$ cat src/rtl/dpc_consts.vh
`ifndef DPC_CONSTS_VH
`define DPC_CONSTS_VH

// Serial word layout.
`define DPC_WORD_BITS      24
`define DPC_CMD_HI         23
`define DPC_CMD_LO         20
`define DPC_ADR_HI         19
`define DPC_ADR_LO         16
`define DPC_DAT_HI         15
`define DPC_WIPER_HI       9
`define DPC_BIT_LAST       6'h17

// Command codes.
`define DPC_CMD_NOP        4'h0
`define DPC_CMD_RESTORE    4'h1
`define DPC_CMD_STORE_W    4'h2
`define DPC_CMD_STORE_NV   4'h3
`define DPC_CMD_DEC6       4'h4
`define DPC_CMD_DEC6_ALL   4'h5
`define DPC_CMD_DEC1       4'h6
`define DPC_CMD_DEC1_ALL   4'h7
`define DPC_CMD_RESTORE_AL 4'h8
`define DPC_CMD_READ_NV    4'h9
`define DPC_CMD_READ_W     4'hA
`define DPC_CMD_WRITE_W    4'hB
`define DPC_CMD_INC6       4'hC
`define DPC_CMD_INC6_ALL   4'hD
`define DPC_CMD_INC1       4'hE
`define DPC_CMD_INC1_ALL   4'hF

// Addresses and values.
`define DPC_ADR_CH1        4'h0
`define DPC_ADR_CH2        4'h1
`define DPC_ADR_USER_LO    4'h2
`define DPC_ADR_USER_HI    4'hE
`define DPC_ADR_RESERVED   4'hF
`define DPC_NV_DEPTH       5'h10
`define DPC_WIPER_MID      10'h200
`define DPC_WIPER_MAX      10'h3FF
`define DPC_WIPER_MIN      10'h000
`define DPC_NV_DEFAULT     16'h0200

// Busy times in microseconds, and the clock rate in MHz.
`define DPC_STORE_US       15000
`define DPC_READ_US        7
`define DPC_RELOAD_US      20
`define DPC_PRESET_US      30
`define DPC_CLK_MHZ        250

`endif

$ cat src/rtl/dpc_core.v
`timescale 1ns/1ps
`default_nettype none
`include "dpc_consts.vh"

module dpc_core #(
    parameter CLK_MHZ     = `DPC_CLK_MHZ,
    parameter STORE_TICKS = `DPC_STORE_US * CLK_MHZ,
    parameter READ_TICKS  = `DPC_READ_US * CLK_MHZ,
    parameter LOAD_TICKS  = `DPC_RELOAD_US * CLK_MHZ,
    parameter PRES_TICKS  = `DPC_PRESET_US * CLK_MHZ
) (
    input  wire       clock_i,
    input  wire       rst_b_i,
    input  wire       sclk_i,
    input  wire       sdi_i,
    input  wire       cs_b_i,
    input  wire       wp_b_i,
    input  wire       nv_reload_strobe_n_i,
    output reg        sdo_o,
    output reg        sdo_oe_o,
    output reg        rdy_o,
    output reg        rdy_oe_o,
    output reg  [9:0] wiper_setting_ch1_o,
    output reg  [9:0] wiper_setting_ch2_o
);

    // Controller states. Boot walks the storage once and then loads both wipers,
    // so no frame can be taken before the first ready.
    localparam ST_IDLE = 2'h0;
    localparam ST_BUSY = 2'h1;
    localparam ST_BOOT = 2'h2;

    wire [3:0]  pins_s;
    reg  [3:0]  pins_d;
    reg  [23:0] shreg;
    reg  [23:0] outreg;
    reg  [5:0]  bitcnt;
    reg         any_bits;
    reg  [23:0] last_word;
    reg         have_last;
    reg  [15:0] nvmem [0:15];
    reg  [1:0]  state;
    reg  [23:0] busy_cnt;
    reg  [4:0]  boot_idx;

    // Synchronised pin levels and their edges. Every edge is seen about three clocks after
    // the pin moves, so the host must leave a few clocks between a data change and its link edge.
    wire sclk_s = pins_s[0];
    wire sdi_s  = pins_s[1];
    wire cs_s   = pins_s[2];
    wire pr_s   = pins_s[3];
    wire sclk_rise = sclk_s & ~pins_d[0];
    wire sclk_fall = ~sclk_s & pins_d[0];
    wire cs_rise   = cs_s & ~pins_d[2];
    wire cs_fall   = ~cs_s & pins_d[2];
    wire pr_fall   = ~pr_s & pins_d[3];
    wire pr_rise   = pr_s & ~pins_d[3];
    wire wp_s;
    reg  wp_q1;
    reg  wp_q2;

    dpc_sync #(.WIDTH(4), .INIT(4'hE)) u_sync (
        .clock_i (clock_i),
        .rst_b_i (rst_b_i),
        .async_i ({nv_reload_strobe_n_i, cs_b_i, sdi_i, sclk_i}),
        .sync_o  (pins_s)
    );

    // Write protect is a slow level; its own two flops keep it apart.
    always @(posedge clock_i or negedge rst_b_i) begin
        if (!rst_b_i) begin
            wp_q1 <= 1'b1;
            wp_q2 <= 1'b1;
        end else begin
            wp_q1 <= wp_b_i;
            wp_q2 <= wp_q1;
        end
    end
    assign wp_s = wp_q2;

    // Saturating single step.
    function [9:0] step;
        input [9:0] v;
        input       up;
        begin
            if (up)
                step = (v == `DPC_WIPER_MAX) ? v : v + 10'h001;
            else
                step = (v == `DPC_WIPER_MIN) ? v : v - 10'h001;
        end
    endfunction

    // Saturating 6 dB move: doubling clamps at full scale, halving floors.
    // Doubling from the upper half would overflow, so it pins at the top code instead.
    function [9:0] six_db;
        input [9:0] v;
        input       up;
        begin
            if (up)
                six_db = v[9] ? `DPC_WIPER_MAX : {v[8:0], 1'b0};
            else
                six_db = {1'b0, v[9:1]};
        end
    endfunction

    // Stored value as a wiper code, only the low ten bits count.
    function [9:0] nv_wiper;
        input [15:0] w;
        begin
            nv_wiper = w[`DPC_WIPER_HI:0];
        end
    endfunction

    // Frame accepted when a whole multiple of four bits arrived. Odd counts usually mean a
    // glitch on the link clock, and executing such a word could move a wiper at random.
    wire        frame_ok = any_bits && (bitcnt[1:0] == 2'b00);
    // No clocks at all repeats the previous word.
    wire        repeat_ok = !any_bits && have_last;
    // The executed word is the one just shifted in, or the last word for a bare pulse.
    wire [23:0] exec_word = any_bits ? shreg : last_word;
    wire [3:0]  e_cmd = exec_word[`DPC_CMD_HI:`DPC_CMD_LO];
    wire [3:0]  e_adr = exec_word[`DPC_ADR_HI:`DPC_ADR_LO];
    wire [15:0] e_dat = exec_word[`DPC_DAT_HI:0];
    wire        e_ch2 = e_adr[0];
    // A repeat needs a previous word; none exists straight after reset.
    wire        do_exec = cs_rise && state == ST_IDLE && (frame_ok || repeat_ok);

    // Pin edge history.
    always @(posedge clock_i or negedge rst_b_i) begin
        if (!rst_b_i)
            pins_d <= 4'hE;
        else
            pins_d <= pins_s;
    end

    // Input shift register, locked while a store or load is pending.
    // The counter wraps at a whole word, so a chained 48-bit frame still ends on a multiple of four.
    always @(posedge clock_i or negedge rst_b_i) begin
        if (!rst_b_i) begin
            shreg    <= 24'h000000;
            bitcnt   <= 6'h00;
            any_bits <= 1'b0;
        end else if (cs_fall) begin
            any_bits <= 1'b0;
            bitcnt   <= 6'h00;
        end else if (!cs_s && sclk_rise && state == ST_IDLE) begin
            shreg    <= {shreg[22:0], sdi_s};
            any_bits <= 1'b1;
            bitcnt   <= (bitcnt == `DPC_BIT_LAST) ? 6'h00 : bitcnt + 6'h01;
        end else if (cs_rise && !frame_ok) begin
            bitcnt <= 6'h00;
        end
    end

    // Output word: echo the previous word, or read-back data after 9 and 10.
    // The pin is open drain: it is pulled low only for zero bits and let go while deselected,
    // so the pull-up carries the ones and a chained device sees an idle high line.
    always @(posedge clock_i or negedge rst_b_i) begin
        if (!rst_b_i) begin
            outreg   <= 24'h000000;
            sdo_o    <= 1'b1;
            sdo_oe_o <= 1'b0;
        end else begin
            sdo_oe_o <= 1'b0;
            sdo_o    <= 1'b1;
            if (!cs_s) begin
                sdo_oe_o <= ~outreg[`DPC_CMD_HI];
                sdo_o    <= 1'b0;
            end
            if (do_exec && e_cmd == `DPC_CMD_READ_NV)
                outreg <= {e_cmd, e_adr, nvmem[e_adr]};
            else if (do_exec && e_cmd == `DPC_CMD_READ_W)
                outreg <= {e_cmd, e_adr, 6'h00,
                           e_ch2 ? wiper_setting_ch2_o : wiper_setting_ch1_o};
            else if (cs_fall && !(have_last && (last_word[`DPC_CMD_HI:`DPC_CMD_LO] == `DPC_CMD_READ_NV ||
                                                last_word[`DPC_CMD_HI:`DPC_CMD_LO] == `DPC_CMD_READ_W)))
                outreg <= shreg;
            // Shifting on the falling edge keeps each bit steady across the host's next rising edge.
            else if (!cs_s && sclk_fall && any_bits)
                outreg <= {outreg[22:0], shreg[23]};
        end
    end

    // Command execution, stores, reloads and ready timing.
    always @(posedge clock_i or negedge rst_b_i) begin
        if (!rst_b_i) begin
            state               <= ST_BOOT;
            busy_cnt            <= 24'h000000;
            boot_idx            <= 5'h00;
            have_last           <= 1'b0;
            last_word           <= 24'h000000;
            wiper_setting_ch1_o <= `DPC_WIPER_MID;
            wiper_setting_ch2_o <= `DPC_WIPER_MID;
            rdy_o               <= 1'b0;
            rdy_oe_o            <= 1'b1;
        end else begin
            case (state)
                ST_BOOT: begin
                    // Storage holds factory midscale until written.
                    if (boot_idx < `DPC_NV_DEPTH) begin
                        nvmem[boot_idx[3:0]] <= `DPC_NV_DEFAULT;
                        boot_idx <= boot_idx + 5'h01;
                    end else begin
                        wiper_setting_ch1_o <= nv_wiper(nvmem[`DPC_ADR_CH1]);
                        wiper_setting_ch2_o <= nv_wiper(nvmem[`DPC_ADR_CH2]);
                        state    <= ST_IDLE;
                        rdy_o    <= 1'b1;
                        rdy_oe_o <= 1'b0;
                    end
                end
                ST_BUSY: begin
                    // Link edges seen meanwhile are dropped; the host waits for ready first.
                    if (busy_cnt == 24'h000000) begin
                        state    <= ST_IDLE;
                        rdy_o    <= 1'b1;
                        rdy_oe_o <= 1'b0;
                    end else begin
                        busy_cnt <= busy_cnt - 24'h000001;
                    end
                end
                ST_IDLE: begin
                    // Preset low parks both wipers at midscale; the stored value returns on release.
                    if (pr_fall) begin
                        wiper_setting_ch1_o <= `DPC_WIPER_MID;
                        wiper_setting_ch2_o <= `DPC_WIPER_MID;
                    end else if (pr_rise) begin
                        wiper_setting_ch1_o <= nv_wiper(nvmem[`DPC_ADR_CH1]);
                        wiper_setting_ch2_o <= nv_wiper(nvmem[`DPC_ADR_CH2]);
                        busy_cnt <= PRES_TICKS[23:0];
                        state    <= ST_BUSY;
                        rdy_o    <= 1'b0;
                        rdy_oe_o <= 1'b1;
                    end else if (do_exec) begin
                        last_word <= exec_word;
                        have_last <= 1'b1;
                        case (e_cmd)
                            `DPC_CMD_RESTORE: begin
                                if (e_ch2)
                                    wiper_setting_ch2_o <= nv_wiper(nvmem[`DPC_ADR_CH2]);
                                else
                                    wiper_setting_ch1_o <= nv_wiper(nvmem[`DPC_ADR_CH1]);
                            end
                            `DPC_CMD_STORE_W: begin
                                // Ready still drops under protection, so host timing is the same.
                                if (wp_s) begin
                                    if (e_ch2)
                                        nvmem[`DPC_ADR_CH2] <= {6'h00, wiper_setting_ch2_o};
                                    else
                                        nvmem[`DPC_ADR_CH1] <= {6'h00, wiper_setting_ch1_o};
                                end
                                busy_cnt <= STORE_TICKS[23:0];
                            end
                            `DPC_CMD_STORE_NV: begin
                                // Address 15 is reserved and never written by a store.
                                if (wp_s && e_adr != `DPC_ADR_RESERVED)
                                    nvmem[e_adr] <= e_dat;
                                busy_cnt <= STORE_TICKS[23:0];
                            end
                            `DPC_CMD_RESTORE_AL: begin
                                wiper_setting_ch1_o <= nv_wiper(nvmem[`DPC_ADR_CH1]);
                                wiper_setting_ch2_o <= nv_wiper(nvmem[`DPC_ADR_CH2]);
                                busy_cnt <= LOAD_TICKS[23:0];
                            end
                            `DPC_CMD_READ_NV, `DPC_CMD_READ_W: begin
                                busy_cnt <= READ_TICKS[23:0];
                            end
                            `DPC_CMD_WRITE_W: begin
                                if (wp_s) begin
                                    if (e_ch2)
                                        wiper_setting_ch2_o <= e_dat[`DPC_WIPER_HI:0];
                                    else
                                        wiper_setting_ch1_o <= e_dat[`DPC_WIPER_HI:0];
                                end
                            end
                            `DPC_CMD_DEC6, `DPC_CMD_INC6, `DPC_CMD_DEC1, `DPC_CMD_INC1: begin
                                // Bit 3 gives direction, bit 1 picks step or 6 dB.
                                if (wp_s) begin
                                    if (e_ch2)
                                        wiper_setting_ch2_o <= e_cmd[1] ? step(wiper_setting_ch2_o, e_cmd[3])
                                                                        : six_db(wiper_setting_ch2_o, e_cmd[3]);
                                    else
                                        wiper_setting_ch1_o <= e_cmd[1] ? step(wiper_setting_ch1_o, e_cmd[3])
                                                                        : six_db(wiper_setting_ch1_o, e_cmd[3]);
                                end
                            end
                            `DPC_CMD_DEC6_ALL, `DPC_CMD_INC6_ALL, `DPC_CMD_DEC1_ALL, `DPC_CMD_INC1_ALL: begin
                                if (wp_s) begin
                                    wiper_setting_ch1_o <= e_cmd[1] ? step(wiper_setting_ch1_o, e_cmd[3])
                                                                    : six_db(wiper_setting_ch1_o, e_cmd[3]);
                                    wiper_setting_ch2_o <= e_cmd[1] ? step(wiper_setting_ch2_o, e_cmd[3])
                                                                    : six_db(wiper_setting_ch2_o, e_cmd[3]);
                                end
                            end
                            default: begin
                                // No operation, but the word is still kept for a later repeat.
                                busy_cnt <= busy_cnt;
                            end
                        endcase
                        // Ready drops for the slow commands only.
                        // Command 1 moves one wiper and finishes at once, so it leaves ready alone.
                        if (e_cmd == `DPC_CMD_STORE_W || e_cmd == `DPC_CMD_STORE_NV ||
                            e_cmd == `DPC_CMD_RESTORE_AL || e_cmd == `DPC_CMD_READ_NV ||
                            e_cmd == `DPC_CMD_READ_W) begin
                            state    <= ST_BUSY;
                            rdy_o    <= 1'b0;
                            rdy_oe_o <= 1'b1;
                        end
                    end
                end
                default: begin
                    state <= ST_IDLE;
                end
            endcase
        end
    end

endmodule
`default_nettype wire

$ cat src/rtl/dpc_sync.v
`timescale 1ns/1ps
`default_nettype none

// Two-flop synchroniser for a group of pin levels.
module dpc_sync #(
    parameter WIDTH = 4,
    parameter [WIDTH-1:0] INIT = {WIDTH{1'b1}}
) (
    input  wire             clock_i,
    input  wire             rst_b_i,
    input  wire [WIDTH-1:0] async_i,
    output reg  [WIDTH-1:0] sync_o
);

    reg [WIDTH-1:0] stage1;

    // The first stage is read only by the second stage.
    always @(posedge clock_i or negedge rst_b_i) begin
        if (!rst_b_i) begin
            stage1 <= INIT;
            sync_o <= INIT;
        end else begin
            stage1 <= async_i;
            sync_o <= stage1;
        end
    end

endmodule
`default_nettype wire

$ cat config.mk
export PLATFORM = sky130hd
export DESIGN_NAME = dpc_core
export DESIGN_NICKNAME = d
export VERILOG_FILES = /design/src/rtl/dpc_core.v /design/src/rtl/dpc_sync.v
export VERILOG_INCLUDE_DIRS = /design/src /design/src/rtl
export SDC_FILE = /design/constraint.sdc
export NUM_CORES = 1
export LEC_CHECK = 0
export ABC_AREA = 1
export BUFFER_PORTS_ARGS = -buffer_cell sky130_fd_sc_hd__buf_4
export CORE_MARGIN = 5
export CORE_UTILIZATION = 30
export DETAILED_ROUTE_END_ITERATION = 8
export GPL_TIMING_DRIVEN = 0
export PLACE_DENSITY = 0.55
export SLEW_MARGIN = 0
export SYNTH_ARGS = -nofsm -noshare
export SYNTH_HDL_FRONTEND = slang
export SYNTH_SLANG_ARGS = --single-unit
$ cat constraint.sdc
create_clock -name clock_i -period 3.7 [get_ports clock_i]
set_input_delay 0.37 -clock clock_i [delete_from_list [all_inputs] [get_ports clock_i]]
set_output_delay 0.37 -clock clock_i [all_outputs]
set_load 0.02 [all_outputs]
==> report_table.html <==
<table>
<tr><th>Metric</th><th>Value</th></tr>
<tr><th colspan="2">Outcome</th></tr>
<tr><td>Outcome</td><td>finished, final reports clean</td></tr>
<tr><th colspan="2">Floorplan</th></tr>
<tr><td>Effective utilization at floorplan</td><td>between 30% and 40%</td></tr>
<tr><td>Core area</td><td>0.06716 mm2</td></tr>
<tr><td>Floorplan row count</td><td>between 90 and 100</td></tr>
<tr><td>Die outline width</td><td>roughly 270 um</td></tr>
<tr><td>Die Outline Area</td><td>approximately 0.073 mm2</td></tr>
<tr><td>Number of top-level design ports</td><td>31</td></tr>
<tr><td>Die height</td><td>~270 um</td></tr>
<tr><th colspan="2">Detailed routing</th></tr>
<tr><td>Vias</td><td>17,110</td></tr>
<tr><td>Routed Antenna Nets</td><td>0</td></tr>
<tr><td>Post-detailed-route wirelength per cell</td><td>between 20 and 25 um</td></tr>
<tr><td>Drt first pass iters</td><td>6</td></tr>
<tr><td>DRC viols</td><td>0</td></tr>
<tr><td>Total detailed-routing wirelength</td><td>~67 mm</td></tr>
<tr><td>Ratio of routed vias to standard cells</td><td>between 5 and 6</td></tr>
<tr><td>Violation count after the first detailed-route iteration</td><td>around 1,800</td></tr>
<tr><th colspan="2">Critical path</th></tr>
<tr><td>Biggest fanout along the worst timing path</td><td>15</td></tr>
<tr><td>Crit path launch type</td><td>flop</td></tr>
<tr><td>Arr. time, crit path</td><td>roughly 4100 ps</td></tr>
<tr><td>Classification of the worst setup path</td><td>flop to flop</td></tr>
<tr><td>Critical path data required time</td><td>about 4100 ps</td></tr>
<tr><td>Endpoint class of the critical path</td><td>flop</td></tr>
<tr><th colspan="2">Timing</th></tr>
<tr><td>Number of endpoints failing setup at the final stage</td><td>0</td></tr>
<tr><td>Final worst path period need</td><td>around 3700 ps</td></tr>
<tr><td>Post-Route Skew</td><td>between 20 and 25 ps</td></tr>
<tr><td>Final Hold Fails</td><td>0</td></tr>
<tr><td>Normalized max-slew margin</td><td>~10%</td></tr>
<tr><td>Fin crit share</td><td>roughly 100%</td></tr>
<tr><td>Highest clock frequency the design can meet</td><td>~270 MHz</td></tr>
<tr><td>Unrepaired setup endpoints after global routing</td><td>yes</td></tr>
<tr><td>Hold Worst Slack</td><td>roughly 290 ps</td></tr>
<tr><td>Worst slew pin tran</td><td>between 1000 and 1500 ps</td></tr>
<tr><td>Max-slew violation count</td><td>0</td></tr>
<tr><th colspan="2">Synth</th></tr>
<tr><td>Synth Area per Inst</td><td>between 8 and 9 um2</td></tr>
<tr><td>Number of enable-type register cells in the synthesized netlist</td><td>around 240</td></tr>
<tr><td>Post-Synthesis Cells</td><td>~2,400</td></tr>
<tr><td>Number of distinct library cells after synthesis</td><td>50</td></tr>
<tr><td>Number of nets produced by synthesis</td><td>roughly 2,400</td></tr>
<tr><td>Yosys reg bits</td><td>~400</td></tr>
<tr><td>Most frequently used flop master after synthesis</td><td>sky130_fd_sc_hd__edfxtp_1</td></tr>
<tr><td>Number of warning messages in the yosys log</td><td>0</td></tr>
<tr><td>Sequential share of the synthesized area</td><td>55.41%</td></tr>
<tr><td>Asr flop ratio synth</td><td>between 30% and 40%</td></tr>
<tr><td>Total standard cell area after synthesis</td><td>slightly above 0.02 mm2</td></tr>
<tr><th colspan="2">Global routing</th></tr>
<tr><td>All-Layer GR Usage</td><td>approximately 18%</td></tr>
<tr><td>Number of global-route vias before repair</td><td>16,470</td></tr>
<tr><td>Maximum number of pins on one net before global-route repair</td><td>100</td></tr>
<tr><td>Antenna violations before repair</td><td>5</td></tr>
<tr><td>Wire length of the first global-routing pass</td><td>a little over 100 mm</td></tr>
<tr><td>Aggregate global routing overflow</td><td>0</td></tr>
<tr><th colspan="2">CTS</th></tr>
<tr><td># H-tree levels</td><td>2</td></tr>
<tr><td>TritonCTS clock tree</td><td>yes</td></tr>
<tr><td>Number of clock buffers inserted by TritonCTS</td><td>43</td></tr>
<tr><td>Skew-Pair Late Insertion Delay</td><td>600 ps</td></tr>
<tr><td>CTS Buffer Depth</td><td>3</td></tr>
<tr><td>Post-CTS setup buffer count</td><td>0</td></tr>
<tr><td>Clock tree sinks</td><td>a little over 400</td></tr>
<tr><td>Clock Pin Slew Worst Setup and Hold Paths</td><td>roughly 60 ps</td></tr>
<tr><td>Clock root buffer</td><td>sky130_fd_sc_hd__clkbuf_16</td></tr>
<tr><th colspan="2">Layout</th></tr>
<tr><td>Synthesis-to-finish area growth</td><td>15.55%</td></tr>
<tr><td>Combined area of the multi-input logic cells</td><td>0.007810 mm2</td></tr>
<tr><td>Layout filler cell count</td><td>about 6,900</td></tr>
<tr><td># diodes</td><td>0</td></tr>
<tr><td>Final cell utilization of the core</td><td>a little over a third</td></tr>
<tr><td>Final std cell area, no fill</td><td>roughly 0.023 mm2</td></tr>
<tr><td>Nets@finish</td><td>around 2,500</td></tr>
<tr><td>Layout cells sized above 1</td><td>9.606%</td></tr>
<tr><td>Cell Count, Final, Fillers Out</td><td>3,361</td></tr>
<tr><td>Combined flip-flop and latch cell area</td><td>0.01126 mm2</td></tr>
<tr><th colspan="2">Placed design</th></tr>
<tr><td>Port Buffers</td><td>30</td></tr>
<tr><td>Post-Place Cell Area</td><td>0.02193 mm2</td></tr>
<tr><td>Final weighted congestion in routability-driven placement</td><td>just over 0.9</td></tr>
<tr><td>Number of placed instances, taps included</td><td>around 3,300</td></tr>
<tr><td>Hpwl dp</td><td>roughly 50 mm</td></tr>
<tr><th colspan="2">Min path</th></tr>
<tr><td>Worst min-delay path class</td><td>input pin to async pin</td></tr>
<tr><th colspan="2">Power and ir drop</th></tr>
<tr><td>Highest ir drop seen on vdd</td><td>~0.33 mV</td></tr>
<tr><td>Total chip power</td><td>0.01360 W</td></tr>
<tr><td>Ratio of total power to cell area</td><td>578.8 mW/mm2</td></tr>
<tr><td>Leakage power figure</td><td>around 9 nW</td></tr>
<tr><th colspan="2">Job</th></tr>
<tr><td>Number of violations of the max-capacitance limit</td><td>0</td></tr>
</table>
## cell type report
type                    count  share of cell area (%)
plain buffers             110                   2.195
flip-flops and latches    403                   47.95
well taps                 873                   4.650
repair buffers             51                   2.258
multi-input cells        1635                   33.25
inverters                 211                   3.382
clock inverters            26                   1.550
clock buffers              52                   4.767
## final timing paths
| kind | startpoint | endpoint | slack (ps) | cells after the start |
|---|---|---|---|---|
| setup / recovery | pins_d[3]$_DFF_PN1_ | nvmem[0][5]$_DFFE_PP_ | 30 | 12 |
| hold / removal | rst_b_i | u_sync.stage1[0]$_DFF_PN0_ | 290 | 2 |
| setup reg to reg | pins_d[3]$_DFF_PN1_ | nvmem[0][5]$_DFFE_PP_ | 30 | 12 |
| hold reg to reg | u_sync.stage1[3]$_DFF_PN1_ | u_sync.sync_o[3]$_DFF_PN1_ | 360 | 0 |
| max in group asynchronous | rst_b_i | shreg[9]$_DFFE_PN0P_ | 2580 | 3 |
| min in group clock_i | u_sync.stage1[3]$_DFF_PN1_ | u_sync.sync_o[3]$_DFF_PN1_ | 360 | 0 |
## registers in the layout, summed over array words and instances (netlist names)
signal               flops
wiper_setting_ch1_o     10
state                    2
any_bits                 1
sdo_oe_o                 1
last_word               24
bitcnt                   6
u_sync.stage1            4
rdy_o                    1
boot_idx                 5
wiper_setting_ch2_o     10
nvmem                  256
rdy_oe_o                 1
busy_cnt                24
u_sync.sync_o            4
outreg                  24
shreg                   24
pins_d                   3
wp_q2                    1
wp_q1                    1
have_last                1
## what timing repair did
action                                  4_1_cts  5_1_grt
hold buffers                                  6        0
hold endpoints to repair                     47        0
endpoints found under the setup margin        2       42
resized for setup                             1        2
## where the power goes
| group | internal (W) | switching [W] |
|---|---|---|
| Combinational | 0.00114 | 0.00233 |
| Clock | 0.00274 | 0.00191 |
| Sequential | 0.00505 | 0.000429 |
| Total | 0.00893 | 0.00467 |
## cells by family after synthesis
logic type / synth area share, %
fa+ha+maj: 1.551
flops: 55.41
simple gates: 22.10
xor+xnor: 0.9479
buf+inv: 6.444
compound gates: 13.55
## critical path, cell delays in order (launching register included)
cell                       delay [ps]
sky130_fd_sc_hd__dfstp_2          530
sky130_fd_sc_hd__inv_1             40
sky130_fd_sc_hd__ha_1             160
sky130_fd_sc_hd__clkbuf_1         250
sky130_fd_sc_hd__nor2_1           230
sky130_fd_sc_hd__nand2_1          110
sky130_fd_sc_hd__nor2_4           230
sky130_fd_sc_hd__nand2_1          110
sky130_fd_sc_hd__nor2_1           140
sky130_fd_sc_hd__nand2_2          170
sky130_fd_sc_hd__nor2_1          1040
sky130_fd_sc_hd__inv_1            300
sky130_fd_sc_hd__o22ai_1          200
## cells in the mapped netlist (15+ instances only)
master,instances,area share (%)
sky130_fd_sc_hd__o21ai_1,22,0.54
sky130_fd_sc_hd__dfrtp_1,133,16
sky130_fd_sc_hd__nand4_1,23,0.71
sky130_fd_sc_hd__ha_1,22,1.4
sky130_fd_sc_hd__a21oi_1,98,2.4
sky130_fd_sc_hd__nand2_1,576,11
sky130_fd_sc_hd__inv_1,196,3.6
sky130_fd_sc_hd__edfxtp_1,244,36
sky130_fd_sc_hd__o211ai_1,33,1.2
sky130_fd_sc_hd__o21ai_0,295,7.3
sky130_fd_sc_hd__o22ai_1,16,0.49
sky130_fd_sc_hd__nor2_1,326,6.0
sky130_fd_sc_hd__buf_2,22,0.54
sky130_fd_sc_hd__clkbuf_1,72,1.3
sky130_fd_sc_hd__nand3_1,118,2.9
sky130_fd_sc_hd__xor2_1,15,0.65
## placed cells by master (no fill, tap or decap), drive strengths merged, types with 24 or more instances in the layout
cell type    n
nor2       335
a21oi       99
inv        209
o22ai       25
o21ai      324
nand3      120
o211ai      33
nand2      590
nand4       24
buf         83
dfrtp      133
edfxtp     244
clkbuf     124
## metrics by stage
stage	setup TNS [ps]	worst slack [ps]
floorplan	0	767.5
global placement	-417090	-1496
detailed placement	-44.00	-26.24
CTS	0	47.54
global route	-1242	-219.8
finish	0	33.53
## layer usage
layer  global-route usage, %  part of all wire (%)
met5                       0                 0.019
met4                   5.809                   3.3
met3                   2.701                   6.9
met2                   29.21                    46
met1                   24.44                    43
No activity file was read; power rests on OpenSTA's default activity.
